**src/core/mss_pkg.sv**
```systemverilog
package mss_pkg;

   // ==========================================================================
   // Timing
   // ==========================================================================
   localparam int unsigned CLK_MHZ = 125;
   // Brake, align and stationary time unit in ms.
   localparam int unsigned TIME_UNIT_MS = 10;
   localparam int unsigned TIME_UNIT_CYC = TIME_UNIT_MS * 1000 * CLK_MHZ;
   // Acceleration update interval in us.
   localparam int unsigned ACCEL_TICK_US = 100;
   localparam int unsigned ACCEL_TICK_CYC = ACCEL_TICK_US * CLK_MHZ;
   // Probe pulse limit and settle gap in us.
   localparam int unsigned PROBE_MAX_US = 200;
   localparam int unsigned PROBE_MAX_CYC = PROBE_MAX_US * CLK_MHZ;
   localparam int unsigned PROBE_GAP_US = 20;
   localparam int unsigned PROBE_GAP_CYC = PROBE_GAP_US * CLK_MHZ;

   // ==========================================================================
   // Widths and reset values
   // ==========================================================================
   localparam int unsigned CNT_W = 32;
   localparam int unsigned VEL_W = 24;
   localparam int unsigned VEL_FRAC = 14;
   localparam int unsigned NUM_STEPS = 6;
   localparam logic [2:0] STEP_RST = 3'h0;
   // Probe order VW, WV, UV, VU, WU, UW; index 0 is also the align pattern.
   localparam logic [2:0] ALIGN_STEP = 3'h0;

   typedef enum logic [13:0] {
      MSS_POWER_ON   = 14'h0001,
      MSS_SPEED_DET  = 14'h0002,
      MSS_SPEED_JUDG = 14'h0004,
      MSS_FWD_JUDG   = 14'h0008,
      MSS_REV_JUDG   = 14'h0010,
      MSS_RVS_EN     = 14'h0020,
      MSS_RVS_DRIVE  = 14'h0040,
      MSS_BRK_EN     = 14'h0080,
      MSS_BRAKE      = 14'h0100,
      MSS_PROBE_EN   = 14'h0200,
      MSS_ALIGN      = 14'h0400,
      MSS_PROBE      = 14'h0800,
      MSS_ACCEL      = 14'h1000,
      MSS_CLOSED     = 14'h2000
   } mss_state_t;

   // High-side (bits 5:3, U V W) and low-side (bits 2:0, U V W) gate pattern of a step.
   function automatic logic [5:0] mss_step_gates(input logic [2:0] step);
      logic [5:0] g;
      g = 6'h00;
      case (step)
         3'h0: g = 6'h11;
         3'h1: g = 6'h0A;
         3'h2: g = 6'h22;
         3'h3: g = 6'h14;
         3'h4: g = 6'h0C;
         3'h5: g = 6'h21;
         default: g = 6'h00;
      endcase
      return g;
   endfunction

   // Advance a step index by n with wrap at six.
   function automatic logic [2:0] mss_step_add(input logic [2:0] step, input logic [2:0] n);
      logic [3:0] s;
      s = {1'b0, step} + {1'b0, n};
      if (s >= 4'h6)
      begin
         s = s - 4'h6;
      end
      return s[2:0];
   endfunction

endpackage

```
**src/core/mss_isd_if.sv**
```systemverilog
`timescale 1ns/1ns
`default_nettype none
// Carries the speed-detect request and its result between sequencer and detector.
interface mss_isd_if;
   logic start;
   logic done;
   logic stationary;
   logic forward;
   logic [mss_pkg::CNT_W-1:0] period;
   logic [2:0] position;
   logic [mss_pkg::CNT_W-1:0] timeout_cyc;

   modport seq (output start, output timeout_cyc, input done, input stationary,
                input forward, input period, input position);
   modport det (input start, input timeout_cyc, output done, output stationary,
                output forward, output period, output position);
endinterface
`default_nettype wire

```
**src/core/mss_start_sequencer.sv**
```systemverilog
// Overview of operation
// - Power-on state after power-up or wake.
// - Speed check enabled goes to detection.
// - Slow speed means stationary, else direction.
// - Forward resynchronizes; reverse compares reverse speed.
// - Fast reverse coasts back to detection.
// - Reverse drive if enabled, else brake decision.
// - Drive forward until zero, then accelerate.
// - Nonzero brake duration enables braking.
// - Brake turns on all low sides.
// - Brake timed, then probe enable decision.
// - Nonzero probe limit probes, else align.
// - Align drives V into W, timed.
// - Probe done goes to accelerate.
// - Accelerate until rate passes handoff threshold.
// - Direction pin change restarts from power-on.
// - Detection keeps phases floating, watches comparators.
// - UW lag forward, UW lead reverse.
// - Speed is interval between rising edges.
// - No toggle within threshold means stationary.
// - Resync loads drive state from measurement.
// - Probe pairs in order, cut at limit.
// - Shortest probe time gives rotor position.
// - Start drive offset by advance angle.
`timescale 1ns/1ns
`default_nettype none
module mss_start_sequencer
   import mss_pkg::*;
#(
   parameter int unsigned UNIT_CYC = mss_pkg::TIME_UNIT_CYC,
   parameter int unsigned TICK_CYC = mss_pkg::ACCEL_TICK_CYC,
   parameter int unsigned PROBE_MAX = mss_pkg::PROBE_MAX_CYC,
   parameter int unsigned PROBE_GAP = mss_pkg::PROBE_GAP_CYC
)
(
   // Clock and reset
   input wire logic sys_clk,
   input wire logic sys_rst,
   // Power management and direction
   input wire logic wake_event,
   input wire logic direction_pin,
   // Configuration
   input wire logic initial_speed_check_enable,
   input wire logic [1:0] stationary_speed_threshold,
   input wire logic [1:0] reverse_speed_limit,
   input wire logic reverse_drive_enable,
   input wire logic [2:0] brake_duration,
   input wire logic [3:0] position_probe_current_limit,
   input wire logic [2:0] alignment_duration,
   input wire logic [1:0] open_loop_current,
   input wire logic [2:0] first_order_accel_rate,
   input wire logic [2:0] second_order_accel_rate,
   input wire logic [4:0] handoff_speed_threshold,
   input wire logic [1:0] probe_advance_angle,
   // Motor feedback
   input wire logic cmp_uv,
   input wire logic cmp_uw,
   input wire logic probe_current_reached,
   input wire logic motor_zero_speed,
   // Power stage
   output logic [2:0] high_side_on,
   output logic [2:0] low_side_on,
   output logic phases_floating,
   output logic [1:0] current_limit_sel,
   output logic [3:0] probe_limit_sel,
   // Status and handoff
   output logic [13:0] sequencer_state,
   output logic closed_loop_active,
   output logic resync_load,
   output logic [2:0] drive_step,
   output logic [mss_pkg::CNT_W-1:0] resync_period,
   output logic [mss_pkg::VEL_W-1:0] drive_rate
);
   import mss_pkg::*;

   if (UNIT_CYC < 1 || TICK_CYC < 1 || TICK_CYC > 65536 || PROBE_MAX < 1 || PROBE_GAP < 1)
   begin : g_chk
      $error("bad timing parameters");
   end

   mss_state_t state_q, state_d;
   logic dir_q;
   logic [CNT_W-1:0] tmr_q;
   logic [2:0] step_q;
   logic [VEL_W-1:0] vel_q, acc2_q;
   logic [VEL_W-1:0] phase_q;
   logic [15:0] tick_q;
   logic [2:0] probe_idx_q, probe_min_idx_q;
   logic probe_on_q, probe_done_q;
   logic [CNT_W-1:0] probe_min_q;
   logic resync_q;
   logic [CNT_W-1:0] resync_per_q;
   logic [5:0] gates_q;
   logic float_q;
   logic dir_change;
   logic accel_tick;
   logic probe_flip;

   mss_isd_if isd ();

   mss_speed_detect u_isd (
      .sys_clk(sys_clk),
      .sys_rst(sys_rst),
      .cmp_uv(cmp_uv),
      .cmp_uw(cmp_uw),
      .isd(isd)
   );

   // Time limit of a threshold field: (code + 1) base units.
   function automatic logic [CNT_W-1:0] unit_span(input logic [2:0] code);
      return CNT_W'(({29'h0, code} + 32'h1) * UNIT_CYC);
   endfunction

   assign dir_change = direction_pin != dir_q;
   assign accel_tick = tick_q == 16'(TICK_CYC - 1);
   // Timer restarts at each pulse cut and at each pulse start.
   assign probe_flip = state_q == MSS_PROBE && (probe_on_q ?
      (probe_current_reached || tmr_q >= CNT_W'(PROBE_MAX)) :
      (tmr_q >= CNT_W'(PROBE_GAP) && !probe_done_q));

   // ==========================================================================
   // Sequencer state
   // ==========================================================================
   always_comb
   begin
      state_d = state_q;
      case (state_q)
         MSS_POWER_ON:
            state_d = initial_speed_check_enable ? MSS_SPEED_DET : MSS_BRK_EN;
         MSS_SPEED_DET:
            if (isd.done)
            begin
               state_d = MSS_SPEED_JUDG;
            end
         MSS_SPEED_JUDG:
            if (isd.stationary || isd.period > unit_span({1'b0, stationary_speed_threshold}))
            begin
               state_d = MSS_BRK_EN;
            end
            else
            begin
               state_d = MSS_FWD_JUDG;
            end
         MSS_FWD_JUDG:
            state_d = isd.forward ? MSS_CLOSED : MSS_REV_JUDG;
         MSS_REV_JUDG:
            // too fast in reverse, coast and retry
            if (isd.period < unit_span({1'b0, reverse_speed_limit}))
            begin
               state_d = MSS_SPEED_DET;
            end
            else
            begin
               state_d = MSS_RVS_EN;
            end
         MSS_RVS_EN:
            state_d = reverse_drive_enable ? MSS_RVS_DRIVE : MSS_BRK_EN;
         MSS_RVS_DRIVE:
            if (motor_zero_speed)
            begin
               state_d = MSS_ACCEL;
            end
         MSS_BRK_EN:
            state_d = (brake_duration != 3'h0) ? MSS_BRAKE : MSS_PROBE_EN;
         MSS_BRAKE:
            if (tmr_q >= unit_span(brake_duration))
            begin
               state_d = MSS_PROBE_EN;
            end
         MSS_PROBE_EN:
            state_d = (position_probe_current_limit != 4'h0) ? MSS_PROBE : MSS_ALIGN;
         MSS_ALIGN:
            if (tmr_q >= unit_span(alignment_duration))
            begin
               state_d = MSS_ACCEL;
            end
         MSS_PROBE:
            if (probe_done_q)
            begin
               state_d = MSS_ACCEL;
            end
         MSS_ACCEL:
            if (vel_q[VEL_W-1:VEL_FRAC] > {5'h0, handoff_speed_threshold})
            begin
               state_d = MSS_CLOSED;
            end
         MSS_CLOSED:
            state_d = MSS_CLOSED;
         default:
            state_d = MSS_POWER_ON;
      endcase
      if (dir_change)
      begin
         state_d = MSS_POWER_ON;
      end
   end

   always_ff @(posedge sys_clk)
   begin
      if (sys_rst || wake_event)
      begin
         state_q <= MSS_POWER_ON;
      end
      else
      begin
         state_q <= state_d;
      end
   end

   always_ff @(posedge sys_clk)
   begin
      dir_q <= sys_rst ? 1'b0 : direction_pin;
      if (sys_rst || state_d != state_q || probe_flip)
      begin
         tmr_q <= '0;
      end
      else
      begin
         tmr_q <= tmr_q + 1'b1;
      end
   end

   assign isd.start = state_q != MSS_SPEED_DET && state_d == MSS_SPEED_DET;
   assign isd.timeout_cyc = unit_span({1'b0, stationary_speed_threshold});

   // ==========================================================================
   // Inductive position probe
   // ==========================================================================
   always_ff @(posedge sys_clk)
   begin
      if (sys_rst || state_q != MSS_PROBE)
      begin
         probe_idx_q <= 3'h0;
         probe_on_q <= 1'b1;
         probe_done_q <= 1'b0;
         probe_min_q <= '1;
         probe_min_idx_q <= 3'h0;
      end
      else if (probe_on_q)
      begin
         // cut pulse at current limit, record time
         if (probe_current_reached || tmr_q >= CNT_W'(PROBE_MAX))
         begin
            probe_on_q <= 1'b0;
            if (tmr_q < probe_min_q)
            begin
               probe_min_q <= tmr_q;
               probe_min_idx_q <= probe_idx_q;
            end
         end
      end
      else if (tmr_q >= CNT_W'(PROBE_GAP) && !probe_done_q)
      begin
         if (probe_idx_q == 3'(NUM_STEPS - 1))
         begin
            probe_done_q <= 1'b1;
         end
         else
         begin
            probe_idx_q <= probe_idx_q + 3'h1;
            probe_on_q <= 1'b1;
         end
      end
   end

   // ==========================================================================
   // Open-loop acceleration and commutation
   // ==========================================================================
   always_ff @(posedge sys_clk)
   begin
      if (sys_rst || state_q != MSS_ACCEL)
      begin
         tick_q <= 16'h0;
      end
      else
      begin
         tick_q <= accel_tick ? 16'h0 : tick_q + 16'h1;
      end
   end

   always_ff @(posedge sys_clk)
   begin
      if (sys_rst || state_q != MSS_ACCEL)
      begin
         vel_q <= '0;
         acc2_q <= '0;
      end
      else if (accel_tick)
      begin
         acc2_q <= acc2_q + VEL_W'(second_order_accel_rate);
         vel_q <= vel_q + VEL_W'(first_order_accel_rate) + acc2_q;
      end
   end

   always_ff @(posedge sys_clk)
   begin
      resync_q <= 1'b0;
      if (sys_rst || state_q == MSS_POWER_ON)
      begin
         step_q <= STEP_RST;
         phase_q <= '0;
         resync_per_q <= '0;
      end
      else if (state_q == MSS_FWD_JUDG && isd.forward)
      begin
         step_q <= isd.position;
         resync_per_q <= isd.period;
         resync_q <= 1'b1;
      end
      else if (state_q == MSS_RVS_EN)
      begin
         // drive ahead of rotor to brake it
         step_q <= mss_step_add(isd.position, 3'h3);
      end
      else if (state_q == MSS_PROBE && probe_done_q)
      begin
         step_q <= mss_step_add(probe_min_idx_q, {1'b0, probe_advance_angle});
      end
      else if (state_q == MSS_ALIGN)
      begin
         step_q <= ALIGN_STEP;
      end
      else if (state_q == MSS_ACCEL)
      begin
         {phase_q} <= phase_q + vel_q;
         if (phase_q + vel_q < phase_q)
         begin
            step_q <= mss_step_add(step_q, 3'h1);
         end
      end
   end

   // ==========================================================================
   // Gate drive
   // ==========================================================================
   always_ff @(posedge sys_clk)
   begin
      gates_q <= 6'h00;
      float_q <= 1'b1;
      if (!sys_rst && !dir_change)
      begin
         case (state_q)
            MSS_BRAKE:
            begin
               gates_q <= 6'h07;
               float_q <= 1'b0;
            end
            MSS_ALIGN:
            begin
               // current into V, out of W
               gates_q <= mss_step_gates(ALIGN_STEP);
               float_q <= 1'b0;
            end
            MSS_PROBE:
            begin
               // pair order VW WV UV VU WU UW
               gates_q <= probe_on_q ? mss_step_gates(probe_idx_q) : 6'h00;
               float_q <= !probe_on_q;
            end
            MSS_RVS_DRIVE, MSS_ACCEL, MSS_CLOSED:
            begin
               gates_q <= mss_step_gates(step_q);
               float_q <= 1'b0;
            end
            default:
            begin
               gates_q <= 6'h00;
               float_q <= 1'b1;
            end
         endcase
      end
   end

   assign high_side_on = gates_q[5:3];
   assign low_side_on = gates_q[2:0];
   assign phases_floating = float_q;
   assign current_limit_sel = open_loop_current;
   assign probe_limit_sel = position_probe_current_limit;
   assign sequencer_state = state_q;
   assign closed_loop_active = state_q == MSS_CLOSED;
   assign resync_load = resync_q;
   assign drive_step = step_q;
   assign resync_period = resync_per_q;
   assign drive_rate = vel_q;

endmodule // mss_start_sequencer
`default_nettype wire

```
**src/core/mss_speed_detect.sv**
```systemverilog
`timescale 1ns/1ns
`default_nettype none
module mss_speed_detect
   import mss_pkg::*;
(
   // Clock and reset
   input wire logic sys_clk,
   input wire logic sys_rst,
   // Phase-to-phase comparators
   input wire logic cmp_uv,
   input wire logic cmp_uw,
   // Sequencer side
   mss_isd_if.det isd
);

   logic uv_q, uw_q;
   logic active_q, seen_q;
   logic [CNT_W-1:0] cnt_q, rise_cnt_q;
   logic done_q, stat_q, fwd_q;
   logic [CNT_W-1:0] period_q;
   logic [2:0] pos_q;
   logic rise_uv, rise_uw, any_edge;

   assign rise_uv = cmp_uv && !uv_q;
   assign rise_uw = cmp_uw && !uw_q;
   assign any_edge = (cmp_uv != uv_q) || (cmp_uw != uw_q);

   always_ff @(posedge sys_clk)
   begin
      uv_q <= sys_rst ? 1'b0 : cmp_uv;
      uw_q <= sys_rst ? 1'b0 : cmp_uw;
   end

   // ==========================================================================
   // Measurement
   // ==========================================================================
   always_ff @(posedge sys_clk)
   begin
      done_q <= 1'b0;
      if (sys_rst)
      begin
         active_q <= 1'b0;
         seen_q <= 1'b0;
         cnt_q <= '0;
         stat_q <= 1'b0;
         fwd_q <= 1'b0;
         period_q <= '0;
         pos_q <= STEP_RST;
         rise_cnt_q <= '0;
      end
      else if (isd.start)
      begin
         active_q <= 1'b1;
         rise_cnt_q <= '0;
         seen_q <= 1'b0;
         cnt_q <= '0;
      end
      else if (active_q)
      begin
         cnt_q <= any_edge ? '0 : cnt_q + 1'b1;
         rise_cnt_q <= (rise_uv || rise_uw) ? '0 : rise_cnt_q + 1'b1;
         if (!any_edge && cnt_q >= isd.timeout_cyc)
         begin
            active_q <= 1'b0;
            done_q <= 1'b1;
            stat_q <= 1'b1;
         end
         else if (rise_uv || rise_uw)
         begin
            seen_q <= 1'b1;
            if (rise_uv)
            begin
               // UW low at UV rise means UW lags
               fwd_q <= !cmp_uw;
            end
            pos_q <= {1'b0, cmp_uv, cmp_uw};
            if (seen_q && rise_uv)
            begin
               period_q <= rise_cnt_q + 1'b1;
               active_q <= 1'b0;
               done_q <= 1'b1;
               stat_q <= 1'b0;
            end
         end
      end
   end

   assign isd.done = done_q;
   assign isd.stationary = stat_q;
   assign isd.forward = fwd_q;
   assign isd.period = period_q;
   assign isd.position = pos_q;

endmodule // mss_speed_detect
`default_nettype wire

```
**config.mk**
```make
export PLATFORM = sky130hd
export DESIGN_NAME = mss_start_sequencer
export DESIGN_NICKNAME = d
export VERILOG_FILES = /design/src/core/mss_pkg.sv /design/src/core/mss_isd_if.sv /design/src/core/mss_start_sequencer.sv /design/src/core/mss_speed_detect.sv
export SDC_FILE = /design/constraint.sdc
export NUM_CORES = 1
export LEC_CHECK = 0
export ABC_CLOCK_PERIOD_IN_PS = 6800
export BUFFER_PORTS_ARGS = -buffer_cell sky130_fd_sc_hd__buf_2
export CORE_MARGIN = 5
export CORE_UTILIZATION = 50
export DETAILED_ROUTE_END_ITERATION = 8
export PLACE_DENSITY_LB_ADDON = 0.2
export SLEW_MARGIN = 25
export SYNTH_ARGS = -nofsm -noshare
export SYNTH_HDL_FRONTEND = slang
export SYNTH_SLANG_ARGS = --single-unit
```
**constraint.sdc**
```tcl
create_clock -name sys_clk -period 6.8 [get_ports sys_clk]
set_clock_uncertainty 0.05 [all_clocks]
set_input_delay 0.68 -clock sys_clk [delete_from_list [all_inputs] [get_ports sys_clk]]
set_output_delay 0.68 -clock sys_clk [all_outputs]
set_load 0.05 [all_outputs]
```
# --- Word level (Yosys, flattened, before mapping) ---
# Cells that the tools add are included.
totals:
  mem_count: 0
  output_inout_bits: 88
  latch_bits: 0
  rom_bits: 0
  inputBits: 39
  mem_bits_rw: 0
  register_bits: 323
classes:
  div_mod_pow: 0
  muxes: 48
  bitwise_logic: 9
  n_reduce_logical: 51
  n_eq_ne: 33
  shift: 0
  addsub: 19
  n_mul: 4
  n_lt_le_gt_ge: 13
ops:
  columns: ["op", "count"]
  rows:
  - ["one-hot mux 14 bit (14 select lines)", 1]
  - ["2-to-1 mux 14 bit", 8]
  - ["adder 32 x 1 -> 32 bit (second input constant)", 3]
  - ["one-hot mux 6 bit (6 select lines)", 2]
  - [">= comparator 32 x 25 -> 1 bit", 2]
  - ["2-to-1 mux 32 bit", 2]
  - ["adder 24 bit", 2]
  - ["adder 24 x 3 -> 24 bit", 2]
  - ["multiplier 4 x 17 -> 21 bit (second input constant)", 2]
  - ["multiplier 3 x 17 -> 20 bit (second input constant)", 2]
  - [">= comparator 32 x 12 -> 1 bit (second input constant)", 1]
  - [">= comparator 32 x 15 -> 1 bit (second input constant)", 1]
  - [">= comparator 32 x 24 -> 1 bit", 1]
  - ["> comparator 32 bit", 1]
  - ["less-than comparator 32 x 24 -> 1 bit", 1]
  - ["less-than comparator 32 bit", 1]
  - ["equality test 14 x 2 -> 1 bit (second input constant)", 2]
  - ["2-to-1 mux 3 bit", 9]
  - ["less-than comparator 24 bit", 1]
  - ["2-to-1 mux 8 bit", 3]
  - ["one-hot mux 6 bit (4 select lines)", 1]
  - ["2-to-1 mux 1 bit", 17]
  - ["adder 16 x 1 -> 16 bit (second input constant)", 1]
  - ["equality test 16 x 14 -> 1 bit (second input constant)", 1]
  - ["50 further kinds", 110]

# --- Depth between registers and ports, before layout ---
# Gate-level depths: netlist of run 1.
logic_depth:
  word_depth: 11
  mapped_depth: 27

# --- Modules after synthesis ---
# A second synthesis of run 1 with hierarchy kept.
unflattened:
  cells_unflattened: 2770
  area_unflattened_um2: 22616.7
by_module_without_submodules:
  columns: ["module", "cells_per_inst", "area_each_um2", "seq_area_each_um2", "n_inst"]
  rows:
  - ["mss_start_sequencer", 2055, 16713.5, 4364.2, 1]
  - ["mss_speed_detect", 715, 5903.2, 2102.0, 1]

# --- Worst setup path before layout of run 1 ---
# OpenSTA, ideal clock, no wires.
synth_path:
  path_kind: "input to register"
  from: "input brake_duration[0]"
  to: "register tmr_q[15]"
  slack_ns: 1.013
  required_time_ns: 6.686
  n_path_buf: 1
  arrival_ns: 5.673
  path_stages: 25
  cell_sequence: "ha_1 > xor2_1 > ha_1 > fa_1 > ha_1 > a21oi_1 > o21bai_1 > a21oi_1 > o21ai_0 > and2_1 > a31oi_1 > o21ai_0 > nand2_1 > xnor2_1 > ha_1 > a21o_1 > a21o_1 > a211o_1 > a211oi_1 > nand2_1 > a21oi_1 > o211a_1 > o211ai_2 > buf_2 > nor2_1"
synth_via:
  elab_chain_cells: 9
  elab_cells_between_ends: 11
synth_lines:
  columns: ["item", "line", "rtl"]
  rows:
  - ["from (decl)", "mss_start_sequencer.sv:47", "input wire logic [2:0] brake_duration,"]
  - ["adder 3 x 1 -> 4 bit", "mss_start_sequencer.sv:111", "return CNT_W'(({29'h0, code} + 32'h1) * UNIT_CYC);"]
  - ["multiplier 4 x 17 -> 21 bit", "mss_start_sequencer.sv:111", null]
  - [">= comparator 32 x 25 -> 1 bit", "mss_start_sequencer.sv:166", "if (tmr_q >= unit_span(brake_duration))"]
  - ["2-to-1 mux 14 bit", "mss_start_sequencer.sv:166", null]
  - ["one-hot mux 14 bit (14 select lines) (*)", "mss_start_sequencer.sv:127", "case (state_q)"]
  - ["2-to-1 mux 14 bit (*)", "mss_start_sequencer.sv:192", "if (dir_change)"]
  - ["!= test 14 bit (*)", "mss_start_sequencer.sv:213", "if (sys_rst || state_d != state_q || probe_flip)"]
  - ["logical OR 1 bit (*) (2 in a row)", "mss_start_sequencer.sv:213", null]
  - ["to (signal assigned)", "mss_start_sequencer.sv:219", "tmr_q <= tmr_q + 1'b1;"]
  - ["to (decl)", "mss_start_sequencer.sv:83", "logic [CNT_W-1:0] tmr_q;"]
# Mark *: on every way between the ends. The rest lies on a longest branch, timed or not.
# A chain may end at the register's enable or synchronous reset.

# --- Final worst setup path of run 1 ---
layout_path:
  from: "input alignment_duration[0]"
  to: "register tmr_q[9]"
layout_via:
  elab_chain_cells: 9
layout_lines:
  columns: ["item", "line", "rtl"]
  rows:
  - ["from (decl)", "mss_start_sequencer.sv:49", "input wire logic [2:0] alignment_duration,"]
  - ["adder 3 x 1 -> 4 bit", "mss_start_sequencer.sv:111", null]
  - ["multiplier 4 x 17 -> 21 bit", "mss_start_sequencer.sv:111", null]
  - [">= comparator 32 x 25 -> 1 bit", "mss_start_sequencer.sv:173", "if (tmr_q >= unit_span(alignment_duration))"]
  - ["2-to-1 mux 14 bit", "mss_start_sequencer.sv:173", null]
  - ["one-hot mux 14 bit (14 select lines)", "mss_start_sequencer.sv:127", null]
  - ["2-to-1 mux 14 bit", "mss_start_sequencer.sv:192", null]
  - ["!= test 14 bit", "mss_start_sequencer.sv:213", null]
  - ["logical OR 1 bit (2 in a row)", "mss_start_sequencer.sv:213", null]
# No other way between the ends.

==> results of run 1 <==
## kinds of logic (layout without fill, tap and decap cells)
group,count (synthesis),count (layout),synth area share [%]
and+or+nand+nor,1010,1010,21.4
AOI/OAI and AO/OA,541,541,16.4
DFF,323,323,29.1
adders and majority gates,318,318,18.3
buffers and inverters,253,358,4.62
xor gates and xnor gates,209,209,8.25
muxes,42,42,1.90
## worst paths after layout
path,slack (ns),from,to,cells after the start
max reg2reg,1.98,drive_rate[1],drive_step[2],19
min reg2reg,0.40,resync_period[7],resync_period[7],2
min,0.36,direction_pin,dir_q,2
max,0.83,alignment_duration[0],tmr_q[9],28
## area by class of cell
cell class / count / area, um2
clock inverters: 10 / 161
inverters: 150 / 563
well taps: 592 / 741
fillers: 4083 / 19400
multi-input cells: 2120 / 14700
repair buffers: 140 / 746
clock buffers: 58 / 1170
flip-flops and latches: 323 / 6470
## Yosys cell counts, drive strengths merged (17+ instances only)
cell type,count
a211oi,47
a21o,78
a21oi,198
and3,40
buf,35
clkbuf,68
dfxtp,323
ha,307
inv,150
mux2i,41
nand2,327
nand2b,19
nand3,86
nand4,54
nor2,286
nor2b,32
nor3,58
nor4,23
o211ai,17
o21ai,79
or3,18
xnor2,114
xor2,95
## placed cells by master, fill, tap and decap left out, types with 31 or more instances in the layout
cell type / n
nand3_1: 85
xnor2_1: 114
buf_2: 122
ha_1: 307
inv_1: 149
a21o_1: 77
and3_1: 39
a21oi_1: 198
a211oi_2: 31
nor2_1: 285
nor3_1: 55
nand2_1: 327
dfxtp_1: 323
nor2b_1: 32
clkbuf_16: 40
o21ai_0: 75
xor2_1: 95
nand4_1: 54
mux2i_1: 41
## critical path: stages
cell,delay [ns]
buf_2,0.20
inv_1,0.16
ha_1,0.34
buf_4,0.18
ha_1,0.21
ha_1,0.33
ha_1,0.31
a21o_1,0.18
a21oi_1,0.26
o21bai_1,0.09
a21o_1,0.20
a22o_1,0.23
and3_1,0.21
and2_1,0.16
and3_1,0.19
o21ai_0,0.19
xnor2_1,0.17
ha_1,0.27
nor2b_1,0.13
o21ai_0,0.14
nand2b_1,0.07
a211oi_1,0.42
nand2_1,0.18
o2111ai_1,0.21
o211a_1,0.19
o211ai_2,0.08
buf_4,0.27
nor2_1,0.14
## metal layers
layer	vias up	wire length, um
met2	375	25700
met4	6	1740
met5	-	41
met1	8916	26100
met3	108	2840
li1	9606	-
## stage by stage
step	hold WS, ns	util [%]
finish	0.360	55.8
global route	0.357	55.8
CTS	0.327	55.8
detailed placement	0.392	52.8
global placement	0.388	52.8
floorplan	0.380	-
## flip-flops by register name (all words and copies together), names as in the netlist, 16 cells and up
| name | cells |
|---|---|
| u_isd.isd.period | 32 |
| acc2_q | 24 |
| probe_min_q | 32 |
| drive_rate | 24 |
| resync_period | 32 |
| tick_q | 16 |
| u_isd.rise_cnt_q | 32 |
| phase_q | 24 |
| tmr_q | 32 |
| u_isd.cnt_q | 32 |
## power by group through the flow
stage          Sequential (uW)  Clock [uW]  Combinational, uW
2_1_floorplan             1950           0                335
5_1_grt                   1910        2310                517
3_5_place_dp              1950           0                452
6_report                  1910        2160                455
3_3_place_gp              1950           0                439
4_1_cts                   1910        2230                457
==> results by group, run 1 <==
Hold path
  • HP Class: in2reg

Clocking
  • Clock sinks: 323
  • Hold buffer count at CTS: 0
  • CTS tree: built
  • Cts repair resizes: 0
  • Clock Latency Late Sink: 0.58 ns
  • CTS Buf Count: 40
  • Root buf cell: clkbuf_16
  • Post-CTS Setup Bufs: 0
  • # H-tree levels: 2
  • CTS clk-pin slew, worst paths: 0.05 ns
  • Max clock buf depth: 3

GRT
  • GR peak layer: met2
  • All-Layer GR Usage: 23.1%
  • Met1 Resource Use GR: 31.0%
  • GRT overflow: 0
  • Initial antenna violation count: 3
  • Largest net degree at the start of global routing: 51
  • Grt met2 use: 37.5%
  • Vias in the first global route: 18.3k
  • First-pass GRT wire length: 93100 um
  • Met3 Use GR: 4.26%

Routing
  • Pre-antenna DRT Iters: 5
  • Final wirelength: 56400 um
  • Detailed-route vias per instance: 5.60
  • DRC: 0
  • Antenna viol nets, final: 0
  • Vias: 19.0k
  • Per-cell routed wire length: 16.6 um
  • First DRT Iteration DRCs: 1105

Floorplan
  • Overall die height: 221 um
  • Chip width: 221 um
  • Die area: 48700 um2
  • IO Pins: 127
  • Initial Util: 50.4%
  • Core ar.: 44000 um2
  • Row count: 77

Yosys
  • Number of synthesized flops with an enable pin: 0
  • Synth warn: 0
  • Ys async rst share: 0%
  • Cell accounting for the most synthesized area: dfxtp_1
  • Yosys reg bits: 323
  • Register area share after synthesis: 29.1%
  • Top post-synthesis cells by area: dfxtp_1 29%, ha_1 17%, nand2_1 5.5%
  • Count of cell types in the netlist: 87
  • Syn_area_per_cell: 8.23 um2
  • Post-Synthesis Cells: 2696
  • Syn Nets: 3053
  • Top-area cell type share of the netlist area: 29.1%
  • Synth Flop Type: dfxtp_1
  • Cell Area, Synth: 22200 um2

STA
  • Fin. Hold Viols: 0
  • Final setup fails: 0
  • Slew Limit Fails: 0
  • F_max: 168 MHz
  • Unrepaired setup endpoints after global routing: false
  • Fin crit share: 87.8%
  • Tmin final: 5.97 ns
  • Setup TNS: 0 ns
  • Slew headroom: 44.8%
  • Final setup margin: 0.830 ns
  • Worst Max-Slew Pin Slew: 0.828 ns

Place
  • Routability cong.: 0.889
  • # port buffers: 122
  • Area after DPL: 23200 um2
  • Placed Cells: 3325
  • Post-DP HPWL: 42100 um
  • DP Worst Slack: 0.342 ns

Finish
  • Area Growth Syn to Fin: 10.7%
  • Diode count: 0
  • Post-Layout Cell Count: 3393
  • Fin nets: 3132
  • Design area: 24600 um2
  • Fraction of layout cells with a size suffix above 1: 9.60%

Setup path
  • Crit path max fanout: 32
  • Setup CP Type: in2reg
  • Setup crit start kind: primary input
  • Worst path required time: 7.25 ns
  • CP Data Arrival Time: 6.42 ns
  • Setup crit end kind: register

Pwr
  • Pwr dens: 184 nW/um2
  • Net Sw Frac: 25.4%
  • Combinational share of power: 10.0%
  • Internal power: 3380 uW
  • Net Switching: 1150 uW
  • Clock share of power: 47.8%
  • Pleak: 0.0111 uW
  • Sequential share of power: 42.2%
  • Power Total: 4530 uW
  • Max VDD drop: 0.000155 V

Status
  • Run status: finished clean

Job
  • Max Cap Viol: 0
No activity file was read; power rests on OpenSTA's default activity.
==> run 2: changes to the inputs <==
--- a/config.mk
+++ b/config.mk
@@ -5,7 +5,7 @@
 export SDC_FILE = /design/constraint.sdc
 export NUM_CORES = 1
 export LEC_CHECK = 0
-export ABC_CLOCK_PERIOD_IN_PS = 6800
+export ABC_CLOCK_PERIOD_IN_PS = 6300
 export BUFFER_PORTS_ARGS = -buffer_cell sky130_fd_sc_hd__buf_2
 export CORE_MARGIN = 5
 export CORE_UTILIZATION = 50
==> constraint.sdc (replaced) <==
create_clock -name sys_clk -period 6.3 [get_ports sys_clk]
set_clock_uncertainty 0.05 [all_clocks]
set_input_delay 0.63 -clock sys_clk [delete_from_list [all_inputs] [get_ports sys_clk]]
set_output_delay 0.63 -clock sys_clk [all_outputs]
set_load 0.05 [all_outputs]
==> run 2 against run 1 <==
Effect of this change:
- die area did not move
- clock power is 13% higher
- non-clock buffer count increased by 7
- first-iteration DRC count grew 3.4%
- via count up 1.1%
- setup slack worse by 0.29 ns
- cell count up 0.35%
- combinational power grew 8.8%
- critical path depth did not move
- core utilization grew 0.32 points
- largest cell class unchanged
==> results by group, run 2 (synthesis gave the netlist of run 1 again) <==
GRT
  • Met1 Resource Use GR: 31.1%
  • Grt met2 use: 37.2%
  • Largest net degree at the start of global routing: 51
  • GR peak layer: met2
  • Vias in the first global route: 18.4k
  • All-Layer GR Usage: 23.1%
  • Met3 Use GR: 3.97%
  • Initial antenna violation count: 3
  • First-pass GRT wire length: 93300 um
  • GRT overflow: 0

Place
  • # port buffers: 122
  • Routability cong.: 0.902
  • Post-DP HPWL: 42400 um

Setup path
  • Setup CP Type: in2reg
  • Reg2Reg Setup Slack: 1.44 ns
  • Worst path required time: 6.75 ns
  • Crit path max fanout: 32
  • Setup crit start kind: primary input
  • CP Data Arrival Time: 6.21 ns
  • Setup crit end kind: register

Routing
  • Detailed-route vias per instance: 5.64
  • DRC: 0
  • First DRT Iteration DRCs: 1143
  • Antenna viol nets, final: 0
  • Vias: 19.2k
  • Pre-antenna DRT Iters: 7
  • Per-cell routed wire length: 16.7 um
  • Final wirelength: 57000 um

Pwr
  • Power Total: 4990 uW
  • Pwr dens: 202 nW/um2
  • Max VDD drop: 0.000161 V
  • Pleak: 0.0112 uW
  • Net Sw Frac: 25.1%
  • Internal power: 3740 uW
  • Combinational share of power: 9.9%
  • Net Switching: 1250 uW
  • Clock share of power: 48.8%
  • Sequential share of power: 41.3%

STA
  • Worst Max-Slew Pin Slew: 0.837 ns
  • Final setup fails: 0
  • Fin crit share: 91.5%
  • Slew Limit Fails: 0
  • Unrepaired setup endpoints after global routing: false
  • Worst hold-check slack: 0.318 ns
  • Fin. Hold Viols: 0
  • Slew headroom: 44.2%
  • Tmin final: 5.76 ns
  • F_max: 174 MHz
  • Setup TNS: 0 ns

Floorplan
  • IO Pins: 127
  • Core ar.: 44000 um2
  • Initial Util: 50.4%
  • Die area: 48700 um2
  • Overall die height: 221 um
  • Chip width: 221 um
  • Row count: 77

Clocking
  • Clock sinks: 323
  • Root buf cell: clkbuf_16
  • Hold buffer count at CTS: 0
  • CTS clk-pin slew, worst paths: 0.06 ns
  • CTS Buf Count: 39
  • Clock Latency Late Sink: 0.57 ns
  • Cts repair resizes: 0
  • CTS tree: built
  • # H-tree levels: 2
  • Post-CTS Setup Bufs: 0
  • Max clock buf depth: 3

Finish
  • Area Growth Syn to Fin: 11.4%
  • Filler cell count: 4005
  • Commonest non-fill, non-tap cell in the layout: nand2_1
  • Area occupied by registers: 6470 um2
  • Most frequent cells in the layout: 327 x nand2_1, 323 x dfxtp_1, 307 x ha_1
  • Fin nets: 3138
  • Multi-input logic area: 14700 um2
  • Fraction of layout cells with a size suffix above 1: 10.0%

Status
  • Run status: finished clean

Job
  • Max Cap Viol: 0

Hold path
  • HP Class: in2reg
-- run 2: changes by cell type in the layout (fill, tap and decap cells not counted), moves of 2 or more --
cell / delta
buf_4: +6
clkinv_2: +4
bufinv_16: +3
clkbuf_1: -3
clkinvlp_4: +2
diode_2: +2
-- run 2: layout make-up --
type / count / area share, %
repair buffers: 147 / 3.28
flip-flops and latches: 323 / 26.1
clock inverters: 18 / 1.15
multi-input cells: 2120 / 59.6
clock buffers: 53 / 4.52
diodes: 2 / 0.0202
well taps: 592 / 3.00
inverters: 150 / 2.28
-- run 2: worst paths after layout --
| kind | start | endpoint | cells past startpoint |
|---|---|---|---|
| max | alignment_duration[1] | tmr_q[4] | 28 |
| min | direction_pin | dir_q | 2 |
| max reg2reg | drive_rate[1] | drive_step[2] | 19 |
| min reg2reg | resync_period[1] | resync_period[1] | 2 |
-- run 2: power by group through the flow --
stage          clock, uW  combinational (uW)  sequential [uW]
2_1_floorplan          0                 362             2100
3_3_place_gp           0                 478             2100
3_5_place_dp           0                 491             2100
4_1_cts             2500                 495             2060
5_1_grt             2600                 558             2060
6_report            2440                 495             2060
-- run 2: per-layer routing --
layer  vias up  wire length [um]
met5         -                 8
met4         2              2020
met3       113              3010
met2       428             25800
met1      9049             26200
li1       9626                 -
-- run 2: metrics by stage --
step           instance area, um2  worst slack [ns]  utilization, %  std cells
5_1_grt                     24700             0.170            56.2       3403
3_5_place_dp                23300            0.0393            53.0       3332
2_1_floorplan               22200             0.563               -       2696
4_1_cts                     24700             0.619            56.1       3403
3_3_place_gp                23300             0.143            53.0       3332
6_report                    24700             0.537            56.2       3405
-- run 2: critical path, cell delays in order --
cell	delay, ns
buf_2	0.14
ha_1	0.23
xor2_1	0.21
ha_1	0.32
inv_1	0.06
fa_1	0.49
inv_1	0.05
ha_1	0.32
a21oi_1	0.22
o21bai_1	0.09
a21o_1	0.21
a22o_1	0.22
and3_1	0.21
and2_1	0.17
and3_1	0.19
o21ai_0	0.20
xnor2_1	0.17
ha_1	0.27
nor2b_1	0.13
o21ai_0	0.14
nand2b_1	0.07
a211oi_1	0.38
nand2_1	0.16
o2111ai_1	0.22
o211a_1	0.19
o211ai_2	0.08
buf_4	0.28
nor2_1	0.14
